$ cat config.mk
export PLATFORM = sky130hd
export DESIGN_NAME = wk_wake_unit
export DESIGN_NICKNAME = d
export VERILOG_FILES = /design/src/wk_pkg.sv /design/src/wk_chip_if.sv /design/src/wk_chip_detect.sv /design/src/wk_recovery_lock.sv /design/src/wk_wake_unit.sv
export SDC_FILE = /design/constraint.sdc
export NUM_CORES = 1
export LEC_CHECK = 0
export BUFFER_PORTS_ARGS = -buffer_cell sky130_fd_sc_hd__buf_2
export CAP_MARGIN = 0
export CORE_MARGIN = 5
export CORE_UTILIZATION = 64
export DETAILED_ROUTE_END_ITERATION = 8
export HOLD_SLACK_MARGIN = 0.02
export PLACE_DENSITY = 0.86
export SETUP_SLACK_MARGIN = 0.2
export SLEW_MARGIN = 25
export SYNTH_ARGS = -nofsm -noshare
export SYNTH_HDL_FRONTEND = slang
export SYNTH_HIERARCHICAL = 1
export SYNTH_SLANG_ARGS = --single-unit
$ cat constraint.sdc
create_clock -name pclk -period 7.21 [get_ports pclk]
set_input_delay 1.442 -clock pclk [delete_from_list [all_inputs] [get_ports pclk]]
set_output_delay 1.442 -clock pclk [all_outputs]
set_load 0.01 [all_outputs]
$ cat src/wk_pkg.sv
// constants, register map and types of the wake-up detection unit
`default_nettype none
package wk_pkg;
  // register indices, byte address is four times the index
  localparam logic [7:0] IDX_CRIT_A = 8'h25;
  localparam logic [7:0] IDX_PAT_LOW_A = 8'h26;
  localparam logic [7:0] IDX_PAT_HIGH_A = 8'h27;
  localparam logic [7:0] IDX_CHIP_COUNT_A = 8'h28;
  localparam logic [7:0] IDX_CRIT_B = 8'h46;
  localparam logic [7:0] IDX_PAT_LOW_B = 8'h47;
  localparam logic [7:0] IDX_PAT_HIGH_B = 8'h48;
  localparam logic [7:0] IDX_CHIP_COUNT_B = 8'h49;
  localparam logic [7:0] IDX_PROP_A = 8'h73;
  localparam logic [7:0] IDX_INTEG_A = 8'h74;
  localparam logic [7:0] IDX_SYNC_PREAMBLE_A = 8'h75;
  localparam logic [7:0] IDX_VWIN_A = 8'h77;
  localparam logic [7:0] IDX_PROP_B = 8'h93;
  localparam logic [7:0] IDX_INTEG_B = 8'h94;
  localparam logic [7:0] IDX_SYNC_PREAMBLE_B = 8'h95;
  localparam logic [7:0] IDX_VWIN_B = 8'h97;
  localparam logic [7:0] IDX_CONTROL = 8'h10;
  localparam logic [7:0] IDX_STATUS = 8'h11;
  localparam int unsigned PADDR_W = 12;
  // slots of one configuration set
  localparam logic [2:0] SLOT_CRIT = 3'h0;
  localparam logic [2:0] SLOT_PAT_LOW = 3'h1;
  localparam logic [2:0] SLOT_PAT_HIGH = 3'h2;
  localparam logic [2:0] SLOT_CHIP_COUNT = 3'h3;
  localparam logic [2:0] SLOT_PROP = 3'h4;
  localparam logic [2:0] SLOT_INTEG = 3'h5;
  localparam logic [2:0] SLOT_SYNC_PREAMBLE = 3'h6;
  localparam logic [2:0] SLOT_VWIN = 3'h7;
  localparam logic [7:0] CFG_RESET = 8'h00;
  // control and status bit positions
  localparam int unsigned CTRL_POLL_BIT = 0;
  localparam int unsigned CTRL_SET_B_BIT = 1;
  localparam int unsigned STAT_SYNC_BIT = 0;
  localparam int unsigned STAT_ACTIVE_BIT = 1;
  localparam int unsigned STAT_WAKE_BIT = 2;
  localparam int unsigned STAT_ABORT_BIT = 3;
  // field msbs, all fields start at bit 0
  localparam int unsigned CRIT_MSB = 1;
  localparam int unsigned SYNC_PREAMBLE_MSB = 1;
  localparam int unsigned CHIP_COUNT_MSB = 6;
  typedef enum logic [1:0] {
    WK_MODE_PATTERN = 2'h0,
    WK_MODE_RANDOM = 2'h1,
    WK_MODE_EQUAL = 2'h2,
    WK_MODE_RATE = 2'h3
  } wk_mode_t;
  typedef enum logic [2:0] {
    WK_ST_IDLE = 3'h1,
    WK_ST_SYNC_PREAMBLE = 3'h2,
    WK_ST_OBSERVE = 3'h4
  } wk_state_t;
  // run-in length codes in chips, code 01 is three and a half bits
  localparam logic [3:0] SYNC_PREAMBLE_CHIPS_0 = 4'h6;
  localparam logic [3:0] SYNC_PREAMBLE_CHIPS_1 = 4'h7;
  localparam logic [3:0] SYNC_PREAMBLE_CHIPS_2 = 4'h8;
  localparam logic [3:0] SYNC_PREAMBLE_CHIPS_3 = 4'h9;
  // sync must come within four symbols of run-in
  localparam logic [3:0] SYNC_PREAMBLE_SEARCH_CHIPS = 4'h8;
  // sync search timeout 7.625 bits, held in eighths of a bit
  localparam int unsigned SYNC_TIMEOUT_EIGHTHS = 61;
  localparam int unsigned SIXTEENTHS_PER_EIGHTH = 2;
  localparam logic [6:0] SYNC_TIMEOUT_TICKS =
    7'(SYNC_TIMEOUT_EIGHTHS * SIXTEENTHS_PER_EIGHTH);
  localparam logic [4:0] PATTERN_CHIPS = 5'h10;
  localparam logic [4:0] CHANGE_DEPTH = 5'h01;
  localparam logic [4:0] VIOL_DEPTH = 5'h02;
endpackage
`default_nettype wire

$ cat src/wk_chip_if.sv
// chip stream and per-chip detector flags shared inside the unit
`default_nettype none
interface wk_chip_if;
  logic chip_valid;
  logic chip_data;
  logic restart;
  logic [15:0] pattern;
  logic done;
  logic viol;
  logic change;
  logic hit;
  modport det (
    input chip_valid,
    input chip_data,
    input restart,
    input pattern,
    output done,
    output viol,
    output change,
    output hit
  );
  modport drive (
    output chip_valid,
    output chip_data,
    output restart,
    output pattern,
    input done,
    input viol,
    input change,
    input hit
  );
  modport watch (
    input done,
    input viol
  );
endinterface
`default_nettype wire

$ cat src/wk_chip_detect.sv
// code violation, bit change and 16-chip pattern detectors
`default_nettype none
module wk_chip_detect (
  input wire logic pclk,
  input wire logic presetn,
  wk_chip_if.det chip
);
  typedef struct packed {
    logic [15:0] hist;
    logic [4:0] fill;
    logic done;
    logic viol;
    logic change;
    logic hit;
  } wk_det_state_t;

  wk_det_state_t s;
  wk_det_state_t next_s;
  logic [15:0] shifted;

  assign shifted = {s.hist[14:0], chip.chip_data};

  always_comb begin
    next_s = s;
    next_s.done = 1'b0;
    next_s.viol = 1'b0;
    next_s.change = 1'b0;
    next_s.hit = 1'b0;
    if (chip.restart) begin
      next_s.fill = '0;
    end else if (chip.chip_valid) begin
      next_s.hist = shifted;
      next_s.done = 1'b1;
      // three equal chips in a row
      next_s.viol = (s.fill >= wk_pkg::VIOL_DEPTH) && (chip.chip_data == s.hist[0])
        && (chip.chip_data == s.hist[1]);
      // two equal chips mark a change of bit value
      next_s.change = (s.fill >= wk_pkg::CHANGE_DEPTH)
        && (chip.chip_data == s.hist[0]);
      // compare only once the shifter holds a full pattern
      next_s.hit = (s.fill >= wk_pkg::PATTERN_CHIPS - 5'h01)
        && (shifted == chip.pattern);
      if (s.fill != wk_pkg::PATTERN_CHIPS) begin
        next_s.fill = s.fill + 5'h01;
      end
    end
  end

  always_ff @(posedge pclk or negedge presetn) begin
    if (!presetn) begin
      s <= '0;
    end else begin
      s <= next_s;
    end
  end

  assign chip.done = s.done;
  assign chip.viol = s.viol;
  assign chip.change = s.change;
  assign chip.hit = s.hit;
endmodule
`default_nettype wire

$ cat src/wk_recovery_lock.sv
// lock and unlock supervision of the clock recovery loop
`default_nettype none
module wk_recovery_lock (
  input wire logic pclk,
  input wire logic presetn,
  wk_chip_if.watch chip,
  input wire logic ref_edge,
  input wire logic sixteenth_tick,
  input wire logic frame_gap,
  input wire logic end_of_message,
  input wire logic [1:0] sync_preamble_code,
  input wire logic [7:0] violation_window,
  output logic locked
);
  typedef struct packed {
    logic locked;
    logic [3:0] good;
    logic [8:0] silent;
  } wk_lock_state_t;

  wk_lock_state_t s;
  wk_lock_state_t next_s;
  logic [3:0] sync_preamble_chips;
  logic [8:0] silent_inc;

  always_comb begin
    unique case (sync_preamble_code)
      2'h0: sync_preamble_chips = wk_pkg::SYNC_PREAMBLE_CHIPS_0;
      2'h1: sync_preamble_chips = wk_pkg::SYNC_PREAMBLE_CHIPS_1;
      2'h2: sync_preamble_chips = wk_pkg::SYNC_PREAMBLE_CHIPS_2;
      2'h3: sync_preamble_chips = wk_pkg::SYNC_PREAMBLE_CHIPS_3;
    endcase
  end

  assign silent_inc = s.silent + 9'h001;

  always_comb begin
    next_s = s;
    if (end_of_message) begin
      next_s = '0;
    end else if (!frame_gap) begin
      if (!s.locked) begin
        if (chip.done) begin
          if (chip.viol) begin
            next_s.good = '0;
          end else if (s.good + 4'h1 >= sync_preamble_chips) begin
            next_s.locked = 1'b1;
            next_s.good = '0;
            next_s.silent = '0;
          end else begin
            next_s.good = s.good + 4'h1;
          end
        end
      end else if (ref_edge) begin
        next_s.silent = '0;
      end else if (sixteenth_tick) begin
        // window in sixteenths of a bit
        if (silent_inc > {1'b0, violation_window}) begin
          next_s.locked = 1'b0;
          next_s.silent = '0;
        end else begin
          next_s.silent = silent_inc;
        end
      end
    end
  end

  always_ff @(posedge pclk or negedge presetn) begin
    if (!presetn) begin
      s <= '0;
    end else begin
      s <= next_s;
    end
  end

  assign locked = s.locked;
endmodule
`default_nettype wire

$ cat src/wk_wake_unit.sv
// wake-up generation unit with dual configuration and apb registers
//
// Function
// - recovery unlocks after edge-free violation window
// - frame gap freezes loop and window timer
// - window in sixteenths of a bit
// - run-in code 01 means 3.5 bits
// - self polling only, two configuration sets
// - abort unless sync within four symbols
// - abort on sync loss, else count chips
// - chip counter closes the wake window
// - three equal chips are a violation
// - two equal chips mark a bit change
// - search 16-chip pattern from two registers
// - two-bit field selects the criterion
// - pattern stops at window end or sync loss
// - equal bits wakes unless a bit differs
// - random bits wakes unless violation occurs
// - rate mode wakes on sync before timeout
// - lock after four correct coded bits, here after the run-in of 6 to 9 chips (3 to 4.5 bits) set by the run-in code
// - end of message unlocks the recovery
// - chip count 0..127, zero rules per mode
//
// Our own choice: register access over APB.
`default_nettype none
module wk_wake_unit (
  input wire logic pclk,
  input wire logic presetn,
  input wire logic psel,
  input wire logic penable,
  input wire logic pwrite,
  input wire logic [11:0] paddr,
  input wire logic [31:0] pwdata,
  output logic [31:0] prdata,
  output logic pready,
  output logic pslverr,
  input wire logic chip_valid,
  input wire logic chip_data,
  input wire logic ref_edge,
  input wire logic sixteenth_tick,
  input wire logic frame_gap,
  input wire logic end_of_message,
  input wire logic poll_start,
  output logic wake_found,
  output logic search_abort,
  output logic search_active,
  output logic symbol_sync,
  output logic [7:0] recovery_proportional_params,
  output logic [7:0] recovery_integral_params
);
  typedef struct packed {
    wk_pkg::wk_state_t state;
    // both configuration sets, eight write-only slots each
    logic [1:0][7:0][7:0] cfg;
    logic poll_en;
    logic set_b;
    logic [6:0] chip_cnt;
    logic [6:0] tick_cnt;
    logic [3:0] sync_preamble_cnt;
    logic restart;
    logic result_wake;
    logic result_abort;
    logic wake_found;
    logic search_abort;
    logic active;
    logic [7:0] prop;
    logic [7:0] integ;
    logic [31:0] prdata;
    logic pready;
    logic pslverr;
  } wk_top_state_t;

  wk_top_state_t s;
  wk_top_state_t next_s;
  wk_chip_if chip ();
  logic locked;

  // one address decode for both reads and writes
  logic [7:0] idx;
  logic addr_ok;
  logic map_cfg;
  logic map_set;
  logic [2:0] map_slot;

  always_comb begin
    map_cfg = 1'b1;
    map_set = 1'b0;
    map_slot = wk_pkg::SLOT_CRIT;
    unique case (idx)
      wk_pkg::IDX_CRIT_A: map_slot = wk_pkg::SLOT_CRIT;
      wk_pkg::IDX_PAT_LOW_A: map_slot = wk_pkg::SLOT_PAT_LOW;
      wk_pkg::IDX_PAT_HIGH_A: map_slot = wk_pkg::SLOT_PAT_HIGH;
      wk_pkg::IDX_CHIP_COUNT_A: map_slot = wk_pkg::SLOT_CHIP_COUNT;
      wk_pkg::IDX_PROP_A: map_slot = wk_pkg::SLOT_PROP;
      wk_pkg::IDX_INTEG_A: map_slot = wk_pkg::SLOT_INTEG;
      wk_pkg::IDX_SYNC_PREAMBLE_A: map_slot = wk_pkg::SLOT_SYNC_PREAMBLE;
      wk_pkg::IDX_VWIN_A: map_slot = wk_pkg::SLOT_VWIN;
      wk_pkg::IDX_CRIT_B: begin
        map_set = 1'b1;
        map_slot = wk_pkg::SLOT_CRIT;
      end
      wk_pkg::IDX_PAT_LOW_B: begin
        map_set = 1'b1;
        map_slot = wk_pkg::SLOT_PAT_LOW;
      end
      wk_pkg::IDX_PAT_HIGH_B: begin
        map_set = 1'b1;
        map_slot = wk_pkg::SLOT_PAT_HIGH;
      end
      wk_pkg::IDX_CHIP_COUNT_B: begin
        map_set = 1'b1;
        map_slot = wk_pkg::SLOT_CHIP_COUNT;
      end
      wk_pkg::IDX_PROP_B: begin
        map_set = 1'b1;
        map_slot = wk_pkg::SLOT_PROP;
      end
      wk_pkg::IDX_INTEG_B: begin
        map_set = 1'b1;
        map_slot = wk_pkg::SLOT_INTEG;
      end
      wk_pkg::IDX_SYNC_PREAMBLE_B: begin
        map_set = 1'b1;
        map_slot = wk_pkg::SLOT_SYNC_PREAMBLE;
      end
      wk_pkg::IDX_VWIN_B: begin
        map_set = 1'b1;
        map_slot = wk_pkg::SLOT_VWIN;
      end
      default: map_cfg = 1'b0;
    endcase
  end

  assign idx = paddr[9:2];
  // upper address bits must be zero, else the access is refused
  assign addr_ok = (paddr[11:10] == 2'h0) && (map_cfg || idx == wk_pkg::IDX_CONTROL
    || idx == wk_pkg::IDX_STATUS);

  // active configuration set
  logic [7:0] crit_reg;
  logic [15:0] pattern;
  logic [6:0] chip_count;
  wk_pkg::wk_mode_t mode;

  assign crit_reg = s.cfg[s.set_b][wk_pkg::SLOT_CRIT];
  assign mode = wk_pkg::wk_mode_t'(crit_reg[wk_pkg::CRIT_MSB:0]);
  assign pattern = {s.cfg[s.set_b][wk_pkg::SLOT_PAT_HIGH],
    s.cfg[s.set_b][wk_pkg::SLOT_PAT_LOW]};
  assign chip_count = s.cfg[s.set_b][wk_pkg::SLOT_CHIP_COUNT][wk_pkg::CHIP_COUNT_MSB:0];

  assign chip.chip_valid = chip_valid;
  assign chip.chip_data = chip_data;
  assign chip.restart = s.restart;
  assign chip.pattern = pattern;

  wk_chip_detect wk_chip_detect_i (
    .pclk(pclk),
    .presetn(presetn),
    .chip(chip.det)
  );

  wk_recovery_lock wk_recovery_lock_i (
    .pclk(pclk),
    .presetn(presetn),
    .chip(chip.watch),
    .ref_edge(ref_edge),
    .sixteenth_tick(sixteenth_tick),
    .frame_gap(frame_gap),
    .end_of_message(end_of_message),
    .sync_preamble_code(s.cfg[s.set_b][wk_pkg::SLOT_SYNC_PREAMBLE][wk_pkg::SYNC_PREAMBLE_MSB:0]),
    .violation_window(s.cfg[s.set_b][wk_pkg::SLOT_VWIN]),
    .locked(locked)
  );

  logic [6:0] chip_next;
  logic [31:0] status_word;
  logic [31:0] control_word;

  assign chip_next = s.chip_cnt + 7'h01;

  always_comb begin
    status_word = '0;
    status_word[wk_pkg::STAT_SYNC_BIT] = locked;
    status_word[wk_pkg::STAT_ACTIVE_BIT] = s.active;
    status_word[wk_pkg::STAT_WAKE_BIT] = s.result_wake;
    status_word[wk_pkg::STAT_ABORT_BIT] = s.result_abort;
    control_word = '0;
    control_word[wk_pkg::CTRL_POLL_BIT] = s.poll_en;
    control_word[wk_pkg::CTRL_SET_B_BIT] = s.set_b;
  end

  always_comb begin
    next_s = s;
    next_s.wake_found = 1'b0;
    next_s.search_abort = 1'b0;
    next_s.restart = 1'b0;
    next_s.pready = 1'b0;
    // loop settings follow the active set one cycle later
    next_s.prop = s.cfg[s.set_b][wk_pkg::SLOT_PROP];
    next_s.integ = s.cfg[s.set_b][wk_pkg::SLOT_INTEG];

    // apb: answer prepared in setup, ready in the access cycle
    if (psel && !penable) begin
      next_s.pready = 1'b1;
      next_s.pslverr = !addr_ok;
      next_s.prdata = '0;
      if (idx == wk_pkg::IDX_STATUS && addr_ok) begin
        next_s.prdata = status_word;
      end else if (idx == wk_pkg::IDX_CONTROL && addr_ok) begin
        next_s.prdata = control_word;
      end
    end
    // a write lands only at the access edge, once
    if (psel && penable && s.pready && pwrite && addr_ok) begin
      if (map_cfg) begin
        next_s.cfg[map_set][map_slot] = pwdata[7:0];
      end else if (idx == wk_pkg::IDX_CONTROL) begin
        next_s.poll_en = pwdata[wk_pkg::CTRL_POLL_BIT];
        next_s.set_b = pwdata[wk_pkg::CTRL_SET_B_BIT];
      end
    end

    // wake-up search sequencer
    unique case (s.state)
      wk_pkg::WK_ST_IDLE: begin
        if (poll_start && s.poll_en) begin
          next_s.state = wk_pkg::WK_ST_SYNC_PREAMBLE;
          next_s.sync_preamble_cnt = '0;
          next_s.tick_cnt = '0;
          // clear detector history so old chips cannot trip a flag
          next_s.restart = 1'b1;
          next_s.result_wake = 1'b0;
          next_s.result_abort = 1'b0;
        end
      end

      wk_pkg::WK_ST_SYNC_PREAMBLE: begin
        // wait for lock, rate mode times out on ticks instead of chips
        if (locked) begin
          next_s.chip_cnt = '0;
          next_s.restart = 1'b1;
          // a zero window decides at once, pattern mode cannot match
          if (mode == wk_pkg::WK_MODE_RATE) begin
            next_s.wake_found = 1'b1;
          end else if (chip_count == '0 && mode == wk_pkg::WK_MODE_PATTERN) begin
            next_s.search_abort = 1'b1;
          end else if (chip_count == '0) begin
            next_s.wake_found = 1'b1;
          end else begin
            next_s.state = wk_pkg::WK_ST_OBSERVE;
          end
        end else if (mode == wk_pkg::WK_MODE_RATE) begin
          if (sixteenth_tick) begin
            if (s.tick_cnt + 7'h01 >= wk_pkg::SYNC_TIMEOUT_TICKS) begin
              next_s.search_abort = 1'b1;
            end else begin
              next_s.tick_cnt = s.tick_cnt + 7'h01;
            end
          end
        end else if (chip.done) begin
          if (s.sync_preamble_cnt + 4'h1 >= wk_pkg::SYNC_PREAMBLE_SEARCH_CHIPS) begin
            next_s.search_abort = 1'b1;
          end else begin
            next_s.sync_preamble_cnt = s.sync_preamble_cnt + 4'h1;
          end
        end
      end

      wk_pkg::WK_ST_OBSERVE: begin
        if (!locked) begin
          next_s.search_abort = 1'b1;
        end else if (chip.done) begin
          next_s.chip_cnt = chip_next;
          unique case (mode)
            // a hit wins over window end on the same chip
            wk_pkg::WK_MODE_PATTERN: begin
              if (chip.hit) begin
                next_s.wake_found = 1'b1;
              end else if (chip_next >= chip_count) begin
                next_s.search_abort = 1'b1;
              end
            end
            wk_pkg::WK_MODE_RANDOM: begin
              if (chip.viol) begin
                next_s.search_abort = 1'b1;
              end else if (chip_next >= chip_count) begin
                next_s.wake_found = 1'b1;
              end
            end
            wk_pkg::WK_MODE_EQUAL: begin
              if (chip.change) begin
                next_s.search_abort = 1'b1;
              end else if (chip_next >= chip_count) begin
                next_s.wake_found = 1'b1;
              end
            end
            wk_pkg::WK_MODE_RATE: begin
              // not reached, rate mode decides at sync
              next_s.wake_found = 1'b1;
            end
          endcase
        end
      end
    endcase

    // a result or disabled polling ends the search
    if (next_s.wake_found || next_s.search_abort) begin
      next_s.state = wk_pkg::WK_ST_IDLE;
      next_s.result_wake = next_s.wake_found;
      next_s.result_abort = next_s.search_abort;
    end else if (!s.poll_en && s.state != wk_pkg::WK_ST_IDLE) begin
      next_s.state = wk_pkg::WK_ST_IDLE;
      next_s.search_abort = 1'b1;
      next_s.result_abort = 1'b1;
    end
    next_s.active = next_s.state != wk_pkg::WK_ST_IDLE;
  end

  always_ff @(posedge pclk or negedge presetn) begin
    if (!presetn) begin
      s <= '0;
      // all zero is not a legal one-hot state
      s.state <= wk_pkg::WK_ST_IDLE;
    end else begin
      s <= next_s;
    end
  end

  // every output below is a flop of the state, symbol_sync one of the lock supervisor state
  assign prdata = s.prdata;
  assign pready = s.pready;
  assign pslverr = s.pslverr;
  assign wake_found = s.wake_found;
  assign search_abort = s.search_abort;
  assign search_active = s.active;
  assign symbol_sync = locked;
  assign recovery_proportional_params = s.prop;
  assign recovery_integral_params = s.integ;
endmodule
`default_nettype wire
==> results.cfg <==
[worst_setup_path]
reg2regPathDepth = 10
worstPathArrival_ns = 3.66
crit_type = reg2reg
r2r_end = s[206]
critPathMaxFanout = 60
rrSetupSlack_ns = 3.88
crit_chain = buf_4 -> mux2i_1 -> ha_1 -> a21o_1 -> a221o_1 -> a31oi_1 -> o21ai_0 -> a21oi_1 -> inv_1 -> nor4b_1
r2r-start = control_word[1]
startpoint_type = register
max_stage_delay_ns = 0.64
cp_slowest_cell = buf_4
end_kind = register
worstPathRequired_ns = 7.54

[sta]
setup-violations-final = 0
finClkSkew_ns = 0.0147
min_period_over_period_pct = 46.2
hold_ws_ns = 0.487
rsz0062_at_grt = false
finalHoldViolations = 0
drv_slew = 0
slew_headroom_pct = 43.5
tightest_slew_ns = 0.847
period_needed_ns = 3.33
tns_ns = 0
max_freq_ghz = 0.300

[yosys]
yosys_warnings = 6
syn_area_per_cell_um2 = 11.5
ys_seq_area_share_pct = 46.6
netlist_top_cells_area = dfrtp_1 (46%), mux2_2 (15%), buf_4 (3.7%), ha_1 (3.7%), nand2_1 (3.0%)
synthesis.area_um2 = 10300
synth-seq-cells = 191
synth_top_cell_by_area = dfrtp_1
synth_common_cells = dfrtp_1 (190), mux2_2 (140), nand2_1 (81), buf_4 (50), ha_1 (30)
yosysMostFrequentCell = dfrtp_1
postSynthCellCount = 894
async_flop_share_pct = 100
synth-main-ff-cell = dfrtp_1
synth_edf_count = 0
ys_types = 89
yosysTopAreaCellShare_pct = 46.3

[detailed_routing]
drt_iter0_drc = 540
ant_nets = 0
drtPass1Iterations = 5
via_per_inst = 6.02
routedWlPerCell_um = 18.5
drc = 0
routed_wl_mm = 21.2
vias = 6898

[min_path]
min_delay_path_depth = 1
hold_class = reg2reg
hold_start = prdata[2]
whs_endpoint = prdata[2]

[clock_network]
clkLatencyLatePin_ns = 0.45
cts-buffers-inserted = 17
cts_buffer_depth = 2
hold_buffers = 0
cts_resized = 0
cts_tree = built
cts_sinks = 191
cts_root_buf = clkbuf_16
cts_max_level = 4
cts_setup_buffers = 0
cts.clk_slew.worst_paths_ns = 0.07

[global_routing]
overflow = 0
grt_pass1_vias = 6803
track_usage_pct = 24.0
antenna_found_initial = 0
grt_max_degree = 129
grt_pass1_wl_mm = 35.0

[power_and_ir_drop]
power_density_nw_per_um2 = 205
ir_drop_mv = 0.188
internal-power_mw = 1.64
pwr-share-comb_pct = 7.7
power.share.clock_pct = 41.6
p_sw_share_pct = 27.4
p_seq_share_pct = 50.6
power.leakage_nw = 5.47
switchingPower_mw = 0.619

[run]
drv_cap = 0

[placement]
place_hpwl_mm = 13.7
globalplace.congestion = 0.859
placement.io_buffers = 55
placed_cell_area_um2 = 10400

[final_layout]
area_growth_syn_to_layout_pct = 7.54
design_area_um2 = 11000
antennaDiodeCount = 0
drive_gt1_share_pct = 30.0
fin_nets = 1002

[floorplan]
die-height_um = 137
die_w_um = 137
rows = 46
start_util_pct = 64.9
fp.dieArea_um2 = 18700
ios = 110
core_um2 = 15800

[run_status]
status = completed
## area by class of cell
cell class	instances	area, um2
Timing Repair Buffer	58	328
Clock buffer	18	439
Sequential cell	191	4780
Fill cell	1083	4780
Tap cell	216	270
Inverter	26	97.6
Clock inverter	14	166
Multi-Input combinational cell	622	4960
## metal layers
metal	vias to the layer above	GRT usage (%)	share of wire [%]	wire, um
li1	3168	-	-	-
met1	3525	31.3	43	9070
met2	177	40.8	52	11000
met3	28	4.34	3.6	760
met4	0	7.56	1.5	327
met5	-	0	0	0
## worst max-delay path by stage
| stage | endpoint | slack [ns] | cells past startpoint | startpoint |
|---|---|---|---|---|
| 4_1_cts | s[53] | 3.93 | 9 | control_word[1] |
| 6_report | s[206] | 3.88 | 10 | control_word[1] |
| 3_3_place_gp | s[103] | 3.52 | 6 | paddr[5] |
| 2_1_floorplan | s[100] | 3.88 | 7 | paddr[4] |
| 5_1_grt | s[53] | 3.68 | 9 | control_word[1] |
| 3_5_place_dp | s[100] | 3.50 | 6 | paddr[5] |
## stage by stage
stage / power (mW) / utilization, % / std cells / worst slack, ns
2_1_floorplan: 1.28 / - / 921 / 3.88
3_3_place_gp: 1.33 / 65.8 / 1112 / 3.52
3_5_place_dp: 1.34 / 65.8 / 1112 / 3.50
4_1_cts: 2.27 / 69.6 / 1144 / 3.93
5_1_grt: 2.35 / 69.8 / 1145 / 3.68
6_report: 2.26 / 69.8 / 1145 / 3.88
## critical path: cells and delay by family, from the launching register on
kind                       cells  cell delay, ns
DFF                            1            0.34
buffers and inverters          2            0.83
adders and majority gates      1            0.27
AOI/OAI and AO/OA              5            1.12
muxes                          1            0.28
and+or+nand+nor                1            0.36
## sequential cells by signal, indices dropped and copies added (netlist names), 2 cells and up
| register | count |
|---|---|
| recovery_integral_params | 8 |
| s | 125 |
| control_word | 2 |
| prdata | 4 |
| recovery_proportional_params | 8 |
| wk_chip_detect_i/s | 20 |
| wk_recovery_lock_i/s | 13 |
## logic make-up (layout without fill, tap and decap cells)
group	Yosys count	count (layout)	synth area share [%]
adder cells (fa/ha/maj)	30	30	3.65
AO/OA/AOI/OAI	112	112	8.75
other	1	28	0.0365
buffers and inverters	108	116	6.13
flip-flops	191	191	46.6
multiplexers	162	162	17.9
XOR/XNOR	34	34	2.90
AND/OR/NAND/NOR	256	256	14.1
## power groups by stage
stage | Sequential (mW) | Combinational (mW) | Clock, mW
after floorplan | 1.15 | 0.126 | 0
after global placement | 1.16 | 0.164 | 0
after detailed placement | 1.16 | 0.173 | 0
after CTS | 1.14 | 0.175 | 0.954
after global routing | 1.15 | 0.201 | 0.998
final | 1.14 | 0.174 | 0.941
## cell usage in the layout, fill, tap and decap left out, types with 5 or more instances in the layout
cell	Yosys	final
nand2b_1	10	10
clkbuf_16	0	17
and3_1	9	9
xor2_1	18	18
and2_1	5	5
a21oi_1	14	14
a22o_1	8	8
or4_1	5	5
buf_2	4	54
inv_1	25	25
nor2_1	29	29
nor3_4	5	5
nor4b_1	5	5
nand2_1	81	81
conb_1	1	28
a211oi_1	5	5
clkinv_8	0	5
a21o_1	7	7
mux2_2	140	140
nor3b_1	9	9
nor2_2	5	5
o22ai_1	6	6
nor3_1	15	15
mux2_4	7	7
dfrtp_1	190	189
nand4_1	10	10
nand3_1	21	21
ha_1	30	30
nor2b_1	6	6
xnor2_1	16	16
o21ai_0	25	25
or3_1	11	11
mux2i_1	13	13
Power figures use the tool's default switching activity.
